File: src/dof_pkg.sv
// Constants and carrier types for the dynamic offset and drive config block
package dof_pkg;
    // Sizes
    localparam int NUM_INPUTS = 14; // Sense inputs
    localparam int DATA_W = 16; // Measurement word width
    localparam int IDX_W = 4; // Sense input index width
    localparam int OFS_W = 8; // Offset tracking value width
    localparam int THR_W = 6; // Threshold code width
    localparam int IVAL_W = 6; // Interval code width
    localparam int YSCAN_W = 6; // Y scan field width
    localparam int PAIR_W = 2; // Reserved pair width
    localparam int NIB_W = 4; // Trim and reserved nibble width
    // Register offsets
    localparam logic [7:0] ADDR_OFS_BASE = 8'h70;
    localparam logic [7:0] ADDR_THRESH = 8'h7E;
    localparam logic [7:0] ADDR_IVAL = 8'h7F;
    localparam logic [7:0] ADDR_XSCAN = 8'h80;
    localparam logic [7:0] ADDR_YSCAN = 8'h81;
    localparam logic [7:0] ADDR_RSV_ONE = 8'h82;
    localparam logic [7:0] ADDR_FREQ = 8'h83;
    // Field positions
    localparam int STEP_SEL_BIT = 7; // Step select in interval register
    localparam int TRIM_LSB = 4; // Trim field low bit
    localparam int X_FIRST_INPUT = 6; // Input served by x scan bit 0
    localparam int THRESH_SHIFT = 8; // Threshold code weight 256
    localparam int OFS_SHIFT = 7; // Offset code weight 128
    // Reset values
    localparam logic [THR_W-1:0] RST_THRESH = 6'h00;
    localparam logic [IVAL_W-1:0] RST_IVAL = 6'h00;
    localparam logic RST_STEP_SEL = 1'h0;
    localparam logic [7:0] RST_XSCAN = 8'h00;
    localparam logic [YSCAN_W-1:0] RST_YSCAN = 6'h00;
    localparam logic [PAIR_W-1:0] RST_PAIR = 2'h0;
    localparam logic [NIB_W-1:0] RST_TRIM = 4'h5;
    localparam logic [NIB_W-1:0] RST_NIBBLE = 4'h7;
    localparam logic [OFS_W-1:0] RST_OFS = 8'h00;
    // Step sizes
    localparam logic [OFS_W-1:0] STEP_SMALL = 8'h01;
    localparam logic [OFS_W-1:0] STEP_LARGE = 8'h02;
    // Register access request
    typedef struct packed {
        logic write;
        logic read;
        logic [7:0] addr;
        logic [7:0] wdata;
    } reg_req_t;
    // One measurement word tagged with its input
    typedef struct packed {
        logic valid;
        logic [IDX_W-1:0] input_idx;
        logic signed [DATA_W-1:0] data;
    } meas_t;
endpackage : dof_pkg

File: src/dof_drive_config.sv
// Dynamic offset tracking, drive scan enables and drive trim registers
`timescale 1ns/100ps
module dof_drive_config #(
    parameter int NUM_INPUTS = dof_pkg::NUM_INPUTS
) (
    input wire logic clk,
    input wire logic rst_n,
    input wire dof_pkg::reg_req_t reg_req,
    output logic [7:0] reg_rdata,
    output logic reg_rvalid,
    input wire dof_pkg::meas_t meas,
    input wire logic signed [dof_pkg::DATA_W-1:0] data_center,
    input wire logic track_enable,
    input wire logic touch_panel_drive_enable,
    output dof_pkg::meas_t corrected,
    output logic [NUM_INPUTS-1:0] drive_pin_function,
    output logic [dof_pkg::NIB_W-1:0] drive_freq_trim,
    output logic [dof_pkg::PAIR_W-1:0] reserved_pair,
    output logic [dof_pkg::NIB_W-1:0] reserved_nibble
);
    import dof_pkg::*;

    localparam int EXT_W = DATA_W + 4; // Headroom for error sums
    // Signed limits of the corrected word
    localparam logic signed [EXT_W-1:0] CORR_MAX =
        EXT_W'({1'b0, {(DATA_W-1){1'b1}}});
    localparam logic signed [EXT_W-1:0] CORR_MIN = -CORR_MAX - EXT_W'(1);

    // Configuration fields
    logic [THR_W-1:0] track_threshold_code; // Window half width code
    logic [IVAL_W-1:0] track_interval_code; // Measurements per step less one
    logic track_step_select; // Larger step when set
    logic [7:0] x_drive_enable_bits; // Inputs 13 down to 6
    logic [YSCAN_W-1:0] y_drive_enable_bits; // Inputs 5 down to 0
    // Per-input tracking state
    logic [OFS_W-1:0] input_offset_track_value [NUM_INPUTS];
    logic [IVAL_W-1:0] meas_count [NUM_INPUTS];

    // Write decode
    logic wr_thresh;
    logic wr_ival;
    logic wr_xscan;
    logic wr_yscan;
    logic wr_pair;
    logic wr_freq;
    logic wr_ofs; // Write lands in the offset array
    logic [IDX_W-1:0] wr_ofs_idx; // Target entry of that write

    // Tracking datapath
    logic meas_known; // Input index is in range
    logic [OFS_W-1:0] sel_ofs; // Offset of measured input
    logic [IVAL_W-1:0] sel_count; // Count of measured input
    logic signed [EXT_W-1:0] meas_ext;
    logic signed [EXT_W-1:0] center_ext;
    logic signed [EXT_W-1:0] ofs_scaled;
    logic signed [EXT_W-1:0] err; // Corrected minus center
    logic [EXT_W-1:0] err_abs;
    logic [EXT_W-1:0] thr_scaled;
    logic in_window; // Error inside threshold
    logic interval_done; // This measurement ends the interval
    logic do_step; // Offset moves this cycle
    logic [OFS_W-1:0] step_size;
    logic signed [OFS_W:0] step_sum; // One extra bit to see overflow
    logic [OFS_W-1:0] next_ofs; // Saturated stepped value
    logic signed [EXT_W-1:0] corr_sum;
    logic signed [DATA_W-1:0] next_corr;
    logic [7:0] next_rdata;

    // Address decode of the register port
    // Offset window holds one entry per input
    always_comb begin
        wr_thresh = reg_req.write && (reg_req.addr == ADDR_THRESH);
        wr_ival = reg_req.write && (reg_req.addr == ADDR_IVAL);
        wr_xscan = reg_req.write && (reg_req.addr == ADDR_XSCAN);
        wr_yscan = reg_req.write && (reg_req.addr == ADDR_YSCAN);
        wr_pair = reg_req.write && (reg_req.addr == ADDR_RSV_ONE);
        wr_freq = reg_req.write && (reg_req.addr == ADDR_FREQ);
        wr_ofs = reg_req.write && (reg_req.addr >= ADDR_OFS_BASE)
            && (reg_req.addr < ADDR_OFS_BASE + 8'(NUM_INPUTS));
        wr_ofs_idx = IDX_W'(reg_req.addr - ADDR_OFS_BASE);
    end

    // Threshold and interval registers
    always_ff @(posedge clk or negedge rst_n) begin
        if (!rst_n) begin
            track_threshold_code <= RST_THRESH;
            track_interval_code <= RST_IVAL;
            track_step_select <= RST_STEP_SEL;
        end else begin
            // Unused high bits of these registers are dropped
            // Step select shares the interval register
            if (wr_thresh) begin
                track_threshold_code <= reg_req.wdata[THR_W-1:0];
            end
            if (wr_ival) begin
                track_interval_code <= reg_req.wdata[IVAL_W-1:0];
                track_step_select <= reg_req.wdata[STEP_SEL_BIT];
            end
        end
    end

    // Scan, reserved and trim registers
    always_ff @(posedge clk or negedge rst_n) begin
        if (!rst_n) begin
            x_drive_enable_bits <= RST_XSCAN;
            y_drive_enable_bits <= RST_YSCAN;
            reserved_pair <= RST_PAIR;
            drive_freq_trim <= RST_TRIM;
            reserved_nibble <= RST_NIBBLE;
        end else begin
            if (wr_xscan) begin
                x_drive_enable_bits <= reg_req.wdata;
            end
            if (wr_yscan) begin
                y_drive_enable_bits <= reg_req.wdata[YSCAN_W-1:0];
            end
            // Stored as written; host keeps it at zero
            if (wr_pair) begin
                reserved_pair <= reg_req.wdata[PAIR_W-1:0];
            end
            // Trim goes straight to the drive oscillator
            if (wr_freq) begin
                drive_freq_trim <= reg_req.wdata[TRIM_LSB +: NIB_W];
                reserved_nibble <= reg_req.wdata[NIB_W-1:0];
            end
        end
    end

    // Select state of the input being measured
    // Inputs out of range see zero offset and count
    always_comb begin
        meas_known = (meas.input_idx < IDX_W'(NUM_INPUTS));
        sel_ofs = RST_OFS;
        sel_count = '0;
        if (meas_known) begin
            sel_ofs = input_offset_track_value[meas.input_idx];
            sel_count = meas_count[meas.input_idx];
        end
    end

    // Corrected error against the data center
    always_comb begin
        meas_ext = EXT_W'(meas.data);
        center_ext = EXT_W'(data_center);
        // Offset code weighs 128 per count
        ofs_scaled = EXT_W'($signed(sel_ofs)) <<< OFS_SHIFT;
        err = meas_ext - center_ext + ofs_scaled;
        err_abs = err[EXT_W-1] ? EXT_W'(-err) : EXT_W'(err);
        thr_scaled = EXT_W'(track_threshold_code) << THRESH_SHIFT;
        in_window = (err_abs <= thr_scaled);
    end

    // Step decision and saturating step
    always_comb begin
        interval_done = (sel_count == track_interval_code);
        do_step = meas.valid && meas_known && track_enable
            && interval_done && in_window;
        step_size = track_step_select ? STEP_LARGE : STEP_SMALL;
        // Below center: raise offset; above: lower it
        if (err[EXT_W-1]) begin
            step_sum = $signed({sel_ofs[OFS_W-1], sel_ofs})
                + $signed({1'b0, step_size});
        end else if (err != '0) begin
            step_sum = $signed({sel_ofs[OFS_W-1], sel_ofs})
                - $signed({1'b0, step_size});
        end else begin
            // Exactly on center: hold the value
            step_sum = $signed({sel_ofs[OFS_W-1], sel_ofs});
        end
        // Clamp at the two's complement ends
        if (step_sum[OFS_W] != step_sum[OFS_W-1]) begin
            next_ofs = step_sum[OFS_W] ? {1'b1, {(OFS_W-1){1'b0}}}
                : {1'b0, {(OFS_W-1){1'b1}}};
        end else begin
            next_ofs = step_sum[OFS_W-1:0];
        end
    end

    // Per-input offset and measurement counter
    for (genvar i = 0; i < NUM_INPUTS; i++) begin : g_track
        logic hit; // Measurement for this input
        assign hit = meas.valid && meas_known
            && (meas.input_idx == IDX_W'(i));

        // Interval counter restarts after each completed interval
        // Words for other inputs leave this counter alone
        always_ff @(posedge clk or negedge rst_n) begin
            if (!rst_n) begin
                meas_count[i] <= '0;
            end else if (!track_enable) begin
                meas_count[i] <= '0;
            end else if (hit) begin
                if (interval_done) begin
                    meas_count[i] <= '0;
                end else begin
                    meas_count[i] <= meas_count[i] + IVAL_W'(1);
                end
            end
        end

        // Hardware step wins over a host write in the same cycle
        always_ff @(posedge clk or negedge rst_n) begin
            if (!rst_n) begin
                input_offset_track_value[i] <= RST_OFS;
            end else if (do_step && hit) begin
                input_offset_track_value[i] <= next_ofs;
            end else if (wr_ofs && (wr_ofs_idx == IDX_W'(i))) begin
                input_offset_track_value[i] <= reg_req.wdata;
            end
        end
    end

    // Drive pin function per input, gated by panel drive
    for (genvar i = 0; i < NUM_INPUTS; i++) begin : g_drive
        logic en_bit; // Scan bit owning this input
        if (i < X_FIRST_INPUT) begin : g_y
            assign en_bit = y_drive_enable_bits[i];
        end else begin : g_x
            assign en_bit = x_drive_enable_bits[i-X_FIRST_INPUT];
        end
        always_ff @(posedge clk or negedge rst_n) begin
            if (!rst_n) begin
                drive_pin_function[i] <= 1'b0;
            end else begin
                drive_pin_function[i] <= touch_panel_drive_enable
                    && en_bit;
            end
        end
    end

    // Offset applied to the converter result, clamped to word size
    always_comb begin
        corr_sum = track_enable ? meas_ext + ofs_scaled : meas_ext;
        // Both bounds signed, else negative sums read as huge
        if (corr_sum > CORR_MAX) begin
            next_corr = DATA_W'(CORR_MAX);
        end else if (corr_sum < CORR_MIN) begin
            next_corr = DATA_W'(CORR_MIN);
        end else begin
            next_corr = corr_sum[DATA_W-1:0];
        end
    end

    // Corrected measurement output register
    always_ff @(posedge clk or negedge rst_n) begin
        if (!rst_n) begin
            corrected <= '0;
        end else begin
            corrected.valid <= meas.valid;
            corrected.input_idx <= meas.input_idx;
            corrected.data <= next_corr;
        end
    end

    // Read mux; unused bits and unmapped offsets read zero, reserved fields read back
    // A read in a write cycle returns the old value
    always_comb begin
        next_rdata = 8'h00;
        if (reg_req.addr == ADDR_THRESH) begin
            next_rdata = 8'(track_threshold_code);
        end else if (reg_req.addr == ADDR_IVAL) begin
            next_rdata = 8'(track_interval_code);
            next_rdata[STEP_SEL_BIT] = track_step_select;
        end else if (reg_req.addr == ADDR_XSCAN) begin
            next_rdata = x_drive_enable_bits;
        end else if (reg_req.addr == ADDR_YSCAN) begin
            next_rdata = 8'(y_drive_enable_bits);
        end else if (reg_req.addr == ADDR_RSV_ONE) begin
            next_rdata = 8'(reserved_pair);
        end else if (reg_req.addr == ADDR_FREQ) begin
            next_rdata = {drive_freq_trim, reserved_nibble};
        end else if ((reg_req.addr >= ADDR_OFS_BASE)
            && (reg_req.addr < ADDR_OFS_BASE + 8'(NUM_INPUTS))) begin
            // Live tracking value as stepped by hardware
            next_rdata = input_offset_track_value[wr_ofs_idx];
        end
    end

    // Read data register, one cycle after the request
    always_ff @(posedge clk or negedge rst_n) begin
        if (!rst_n) begin
            reg_rdata <= 8'h00;
            reg_rvalid <= 1'b0;
        end else begin
            reg_rvalid <= reg_req.read;
            if (reg_req.read) begin
                reg_rdata <= next_rdata;
            end
        end
    end
endmodule : dof_drive_config

File: config.mk
export PLATFORM = sky130hd
export DESIGN_NAME = dof_drive_config
export DESIGN_NICKNAME = d
export VERILOG_FILES = /design/src/dof_pkg.sv /design/src/dof_drive_config.sv
export SDC_FILE = /design/constraint.sdc
export NUM_CORES = 1
export LEC_CHECK = 0
export BUFFER_PORTS_ARGS = -buffer_cell sky130_fd_sc_hd__buf_2
export CELL_PAD_IN_SITES_DETAIL_PLACEMENT = 0
export CELL_PAD_IN_SITES_GLOBAL_PLACEMENT = 2
export CORE_MARGIN = 2
export CORE_UTILIZATION = 30
export CTS_BUF_LIST = sky130_fd_sc_hd__clkbuf_8
export DETAILED_ROUTE_END_ITERATION = 12
export PLACE_DENSITY_LB_ADDON = 0.15
export SLEW_MARGIN = 15
export SYNTH_ARGS = -nofsm -noshare
export SYNTH_HDL_FRONTEND = slang
export SYNTH_SLANG_ARGS = --single-unit
File: constraint.sdc
create_clock -name clk -period 13.2 [get_ports clk]
set_input_delay 0.66 -clock clk [delete_from_list [all_inputs] [get_ports clk]]
set_output_delay 0.66 -clock clk [all_outputs]
set_load 0.005 [all_outputs]
==> impl_metrics.ini, run 1 <==
[detailed_routing]
routed-via-count = 14200
avgRoutedWirePerCell_microns = 24.0
drt_drc = 0
via_per_inst = 5.39
ant_nets = 0
pre_antenna_drt_iters = 5
postRouteWirelength_mm = 63.4
drt_initial_violations = 935

[synth]
post_synthesis_sequential_area_ratio_pct = 37.8
synth-simple-area-share_pct = 15.1
syn-instance-count = 1726
yosys.area_share.xor_xnor_pct = 1.38
synth_compound_gate_area_share_pct = 10.7
ys_dominant_reg_cell = dfrtp_1
synthAdderAreaFrac_pct = 5.46
netlist.top_cell.by_area = dfrtp_1
synth_nets = 1854
synth.distinct_cells = 69
synth-edff-count = 0
synth-async-reset-ratio_pct = 100
synth.top_cell.area_share_pct = 37.1
post_synth_main_area_contributors = dfrtp_1 37%, mux2i_1 14%, mux4_2 9.1%, ha_1 3.8%, o21ai_0 3.3%
synth_top_family_by_area = multiplexers
synth_cell_area_sq_um = 18300
yosys_warnings = 0
synth.avg_cell_area_sq_um = 10.6
muxShareOfSynthArea_pct = 26.2
yosys_register_bits = 277

[clock_network]
cts_root_buffer = clkbuf_8
cts_max_level = 2
cts_num_sinks = 277
clockBufferDepth = 3
worstSkewPairLatency_ns = 0.66
clk_transition_reported_paths_ns = 0.06
postCtsSetupRepairBufs = 0
ctsResizeCount = 0
cts_buffers = 54
clock_tree_from_tritoncts = built
hold_buffers = 0

[global_routing]
wire_length_of_the_first_global_routing_pass_mm = 95.5
largest_net_degree_at_the_start_of_global_routing = 98
grt_pass1_vias = 14500
overall_overflow_remaining_after_global_route = 0
grt_antenna_before_repair = 1
grt_util_all_layers_pct = 20.0

[sta]
fin_crit_sh_pct = 61.9
timing.final.hold_violations = 0
timing.hold.ws_ns = 0.0287
totalNegativeSetupSlack_ns = 0
worst_pin_slew_ns = 1.24
slew_violations = 0
max_slew_margin_pct = 17.2
final_setup_margin_ns = 5.02
max_freq_ghz = 0.122
final.min_clock_period_ns = 8.18
grt_setup_unrepaired = no
finalSetupViolations = 0
setup_skew_ns = 0.0229

[floorplanning]
io_pins = 113
placementRows = 90
die-width_microns = 251
floorplan_die_height_microns = 251
coreArea_sq_um = 60400
initial_utilization_pct = 30.4
design.die.area_sq_um = 63200

[critical_path]
worst_path_cell_with_the_longest_stage_delay = a211oi_1
start_kind = input port
critical_path_arrival_ns = 8.64
slowest_delay_ns = 0.72
critical_path_peak_fanout = 34
required_ns = 13.67
crit_top_cell = o21a_1
timing.critical_path.max_delay_family = simple AND/OR/NAND/NOR gates
worst_path_bufs_invs = 3
class_of_the_most_critical_setup_path = input port to register
timing.reg2reg.worst_path_depth = 24
timing.critical_path.to_type = register
cp_num_cells = 26

[finish]
flow.area_growth_from_synthesis_pct = 13.9
final_util_pct = 34.6
n_antenna_cell = 0
fin_nets = 1947
most_frequent_standard_cell_in_the_layout_excluding_fill_and_tap_cells = dfrtp_1
final_cells = 2644
layout_common_cells = 272 x dfrtp_1, 254 x mux2i_1, 120 x o21ai_0
stdcell_area_sq_um = 20900
final_layout_size_suffix_gt1_share_pct = 21.6

[worst_hold_path]
holdCritPathClass = input port to asynchronous set/reset pin

[place]
place_inst = 2545
place_area_sq_um = 19700
port_buffers = 112
globalplace.congestion = 0.829
dp_hpwl_mm = 44.8
preCtsSetupSlack_ns = 4.29

[pwr]
peakVddDrop_mv = 0.0712
power.density_nw_per_um2 = 117
leakagePower_nw = 10.2
p_total_mw = 2.45

[run]
maxCapViolCount = 0

[status]
run_status = finished clean
## per-layer routing
layer / wire length, microns / vias to the layer above / GRT usage, %
li1: - / 6561 / -
met1: 29500 / 7248 / 28.1
met2: 28700 / 328 / 31.6
met3: 3100 / 108 / 3.24
met4: 2060 / 2 / 6.50
met5: 8 / - / 0
## final timing paths
check                                             startpoint                            end  slack [ns]
worst max-delay path                                meas[16]  input_offset_track_value[109]        5.02
worst min-delay path                                   rst_n   input_offset_track_value[40]        0.03
worst max register to register  input_offset_track_value[41]  input_offset_track_value[109]        5.79
worst min register to register        y_drive_enable_bits[1]          drive_pin_function[1]        0.51
max in group asynchronous                              rst_n    input_offset_track_value[9]       10.91
min in group clk                                     meas[0]                   corrected[0]        0.26
## registers in the layout, indices dropped and copies added, names as in the netlist
name,flops
corrected,21
drive_freq_trim,4
drive_pin_function,14
input_offset_track_value,112
meas_count,84
reg_rdata,8
reg_rvalid,1
reserved_nibble,4
reserved_pair,2
track_interval_code,6
track_step_select,1
track_threshold_code,6
x_drive_enable_bits,8
y_drive_enable_bits,6
## Yosys cell counts (all sizes together) (18+ instances only)
library cell and n:
mux2 53, nor2 92, dfrtp 272, and2 50, a21oi 73, buf 34, nor3b 18, mux2i 254
nand2 108, and3 21, xnor2 21, nand4 21, o21ai 123, a31oi 27, nor3 24, ha 56
mux4 74, clkbuf 64, inv 50, a21boi 26, nand3 35, or3 19, nor2b 55
## worst register-to-register path: stages, from the launching register on
cell	delay, ns
dfrtp_1	0.46
mux4_2	0.49
nand2_1	0.09
a21oi_1	0.11
a211oi_1	0.72
inv_1	0.32
fa_1	0.44
ha_1	0.41
nand4_1	0.16
or3_1	0.33
a21o_1	0.20
nand2_1	0.36
a21oi_1	0.11
xnor2_1	0.16
ha_1	0.29
nor2b_1	0.13
o21a_1	0.16
o21a_1	0.16
o21a_1	0.16
o21ai_0	0.14
a22oi_1	0.12
nor4_2	0.48
and4_1	0.49
nand3_1	0.48
mux2i_1	0.25
## layout make-up
type	instances	area (sq um)
repair buffers	135	746
well taps	782	978
multi-input cells	1301	10800
inverters	50	188
clock buffers	77	1060
clock inverters	22	160
flip-flops and latches	277	6940
fillers	6147	39500
## kinds of logic (layout without fill, tap and decap cells)
group	Yosys count	after routing
and+or+nand+nor	493	493
muxes	381	381
AOI/OAI and AO/OA	325	325
DFF	277	277
buffers and inverters	148	284
adders and majority gates	73	73
xor gates and xnor gates	29	29
## power breakdown
part           internal, mW  leakage (nW)  switching [mW]
registers             0.887          3.76          0.0337
clock network         0.555         0.673           0.420
logic                 0.193          5.75           0.366
(Power assumes the default switching activity.)
==> run 2: changes to the inputs <==
==> constraint.sdc (replaced) <==
create_clock -name clk -period 7.3 [get_ports clk]
set_input_delay 0.365 -clock clk [delete_from_list [all_inputs] [get_ports clk]]
set_output_delay 0.365 -clock clk [all_outputs]
set_load 0.005 [all_outputs]
==> impl_metrics.ini, run 2 (synthesized netlist as in run 1, its figures left out) <==
[detailed_routing]
wl_met3_mm = 3.04
postRouteWirelength_mm = 63.8
wirelength_met1_mm = 29.3
via_per_inst = 5.39
drt_initial_violations = 904
drt_drc = 0
routed.top_layer = met4
pre_antenna_drt_iters = 5
dr_wl_met2_mm = 29.6
avgRoutedWirePerCell_microns = 23.7
routed-via-count = 14500
ant_nets = 0

[sta]
worst_pin_slew_ns = 1.08
timing.final.hold_violations = 0
final.min_clock_period_ns = 6.81
grt_setup_unrepaired = no
max_slew_margin_pct = 27.8
totalNegativeSetupSlack_ns = 0
setup_skew_ns = 0.0166
finalSetupViolations = 0
max_freq_ghz = 0.147
slew_violations = 0
final_setup_margin_ns = 0.486
fin_crit_sh_pct = 93.3

[finish]
largest_register_ffs = 112
final_layout_size_suffix_gt1_share_pct = 21.0
reg_top3 = input_offset_track_value: 112 flops, meas_count: 84 flops, corrected: 21 flops
final_util_pct = 34.9
fillerInstances = 6151
most_frequent_standard_cell_in_the_layout_excluding_fill_and_tap_cells = dfrtp_1
fin_nets = 1990
layout_common_cells = 272 x dfrtp_1, 254 x mux2i_1, 120 x o21ai_0
flow.area_growth_from_synthesis_pct = 14.9
largest-register = input_offset_track_value
n_antenna_cell = 0
final_cells = 2687

[pwr]
cell_internal_pwr_mw = 2.81
leakagePower_nw = 10.4
power.density_nw_per_um2 = 202
p_total_mw = 4.27
power.share.sequential_pct = 39.0
peakVddDrop_mv = 0.107
power.share.switching_pct = 34.1
netSwitchingPower_mw = 1.45
power.clock.fraction_pct = 37.0
power.share.combinational_pct = 24.0

[critical_path]
required_ns = 7.87
critical_path_peak_fanout = 8
timing.critical_path.max_delay_family = compound AO/OA/AOI/OAI gates
worst_path_cell_with_the_longest_stage_delay = nand3_1
worst_path_bufs_invs = 2
critical_path_arrival_ns = 7.39
timing.critical_path.to_type = register
timing.rr.start = input_offset_track_value[111]
crit_chain = mux4_2 -> mux2i_1 -> o21ai_1 -> inv_1 -> fa_1 -> inv_1 -> ha_1 -> a21o_1 -> a211o_1 -> a22oi_1 -> nand2_1 -> a21oi_1 -> xnor2_1 -> ha_1 -> nor2b_1 -> o21a_1 -> o21a_1 -> o21a_1 -> o21ai_0 -> a22oi_1 -> nor4_2 -> and4_1 -> nand3_1 -> mux2i_1
slowest_delay_ns = 0.51
start_kind = register
crit_start = input_offset_track_value[111]
crit_top_cell = o21a_1
class_of_the_most_critical_setup_path = register to register

[global_routing]
largest_net_degree_at_the_start_of_global_routing = 123
grt_pass1_vias = 14500
overall_overflow_remaining_after_global_route = 0
grt_util_all_layers_pct = 20.1
grt_antenna_before_repair = 0
wire_length_of_the_first_global_routing_pass_mm = 95.6

[floorplanning]
die-width_microns = 251
initial_utilization_pct = 30.4
design.die.area_sq_um = 63200
placementRows = 90
coreArea_sq_um = 60400
floorplan_die_height_microns = 251
io_pins = 113

[clock_network]
cts_buffers = 57
clk_transition_reported_paths_ns = 0.06
cts_root_buffer = clkbuf_8
hold_buffers = 17
cts_max_level = 2
worstSkewPairLatency_ns = 0.66
cts_num_sinks = 277
clockBufferDepth = 3
ctsResizeCount = 0
postCtsSetupRepairBufs = 0
clock_tree_from_tritoncts = built

[worst_hold_path]
launch_point_of_the_worst_hold_path = meas[12]
holdCritPathClass = input port to register

[run]
maxCapViolCount = 0

[place]
port_buffers = 112
globalplace.congestion = 0.852
dp_hpwl_mm = 45.3
preCtsSetupSlack_ns = -0.0291
place_inst = 2568

[status]
run_status = finished clean
run 2: cell types whose count changed in the layout (fill, tap and decap cells not counted), sizes merged:
cell / before / now
buf: 135 / 158
inv: 61 / 82
dlygate4sd3: 0 / 17
clkbuf: 77 / 68
clkinv: 8 / 2
bufinv: 2 / 0
clkinvlp: 1 / 0
run 2: worst register-to-register path, stage by stage, from the launching register on:
cell and delay [ns]:
dfrtp_1 0.45, mux4_2 0.48, mux2i_1 0.33, o21ai_1 0.21
inv_1 0.23, fa_1 0.45, inv_1 0.07, ha_1 0.30
a21o_1 0.21, a211o_1 0.31, a22oi_1 0.24, nand2_1 0.21
a21oi_1 0.20, xnor2_1 0.15, ha_1 0.26, nor2b_1 0.13
o21a_1 0.17, o21a_1 0.16, o21a_1 0.15, o21ai_0 0.14
a22oi_1 0.16, nor4_2 0.43, and4_1 0.49, nand3_1 0.52
mux2i_1 0.31
run 2: through the flow:
| step | hold slack [ns] | cell area [sq um] |
|---|---|---|
| finish | 0.0645 | 21100 |
| floorplan | 0.0694 | 18400 |
| global route | 0.0455 | 21100 |
| detailed placement | 0.493 | 19800 |
| CTS | 0.0258 | 21100 |
| global placement | 0.486 | 19800 |
run 2: cell type report:
| type | count | area [sq um] | area share, % |
|---|---|---|---|
| Multi-Input combinational cell | 1301 | 10800 | 51.2 |
| Clock buffer | 68 | 936 | 4.44 |
| Clock inverter | 34 | 138 | 0.653 |
| Sequential cell | 277 | 6940 | 32.9 |
| Timing Repair Buffer | 175 | 1100 | 5.22 |
| Inverter | 50 | 188 | 0.890 |
| Tap cell | 782 | 978 | 4.64 |
run 2: final timing paths:
path,depth (start not counted),end,slack (ns)
worst max-delay path,24,input_offset_track_value[87],0.49
worst min-delay path,2,corrected[12],0.06
worst max register to register,24,input_offset_track_value[87],0.49
worst min register to register,1,drive_pin_function[8],0.50
max in group asynchronous,3,corrected[8],5.56
min in group asynchronous,2,input_offset_track_value[20],0.38
run 2: power by group through the flow:
| stage | Clock (mW) | Sequential [mW] | Combinational (mW) |
|---|---|---|---|
| detailed placement | 0 | 1.69 | 1.02 |
| CTS | 1.65 | 1.66 | 1.03 |
| finish | 1.58 | 1.66 | 1.02 |
| global route | 1.71 | 1.67 | 1.11 |
| floorplan | 0 | 1.66 | 0.626 |
| global placement | 0 | 1.69 | 1.02 |
run 2: routing by layer:
metal  vias up  GRT usage, %
li1       6629             -
met1      7398          27.6
met2       345          32.2
met3        98          3.52
met4         0          6.36
met5         -             0
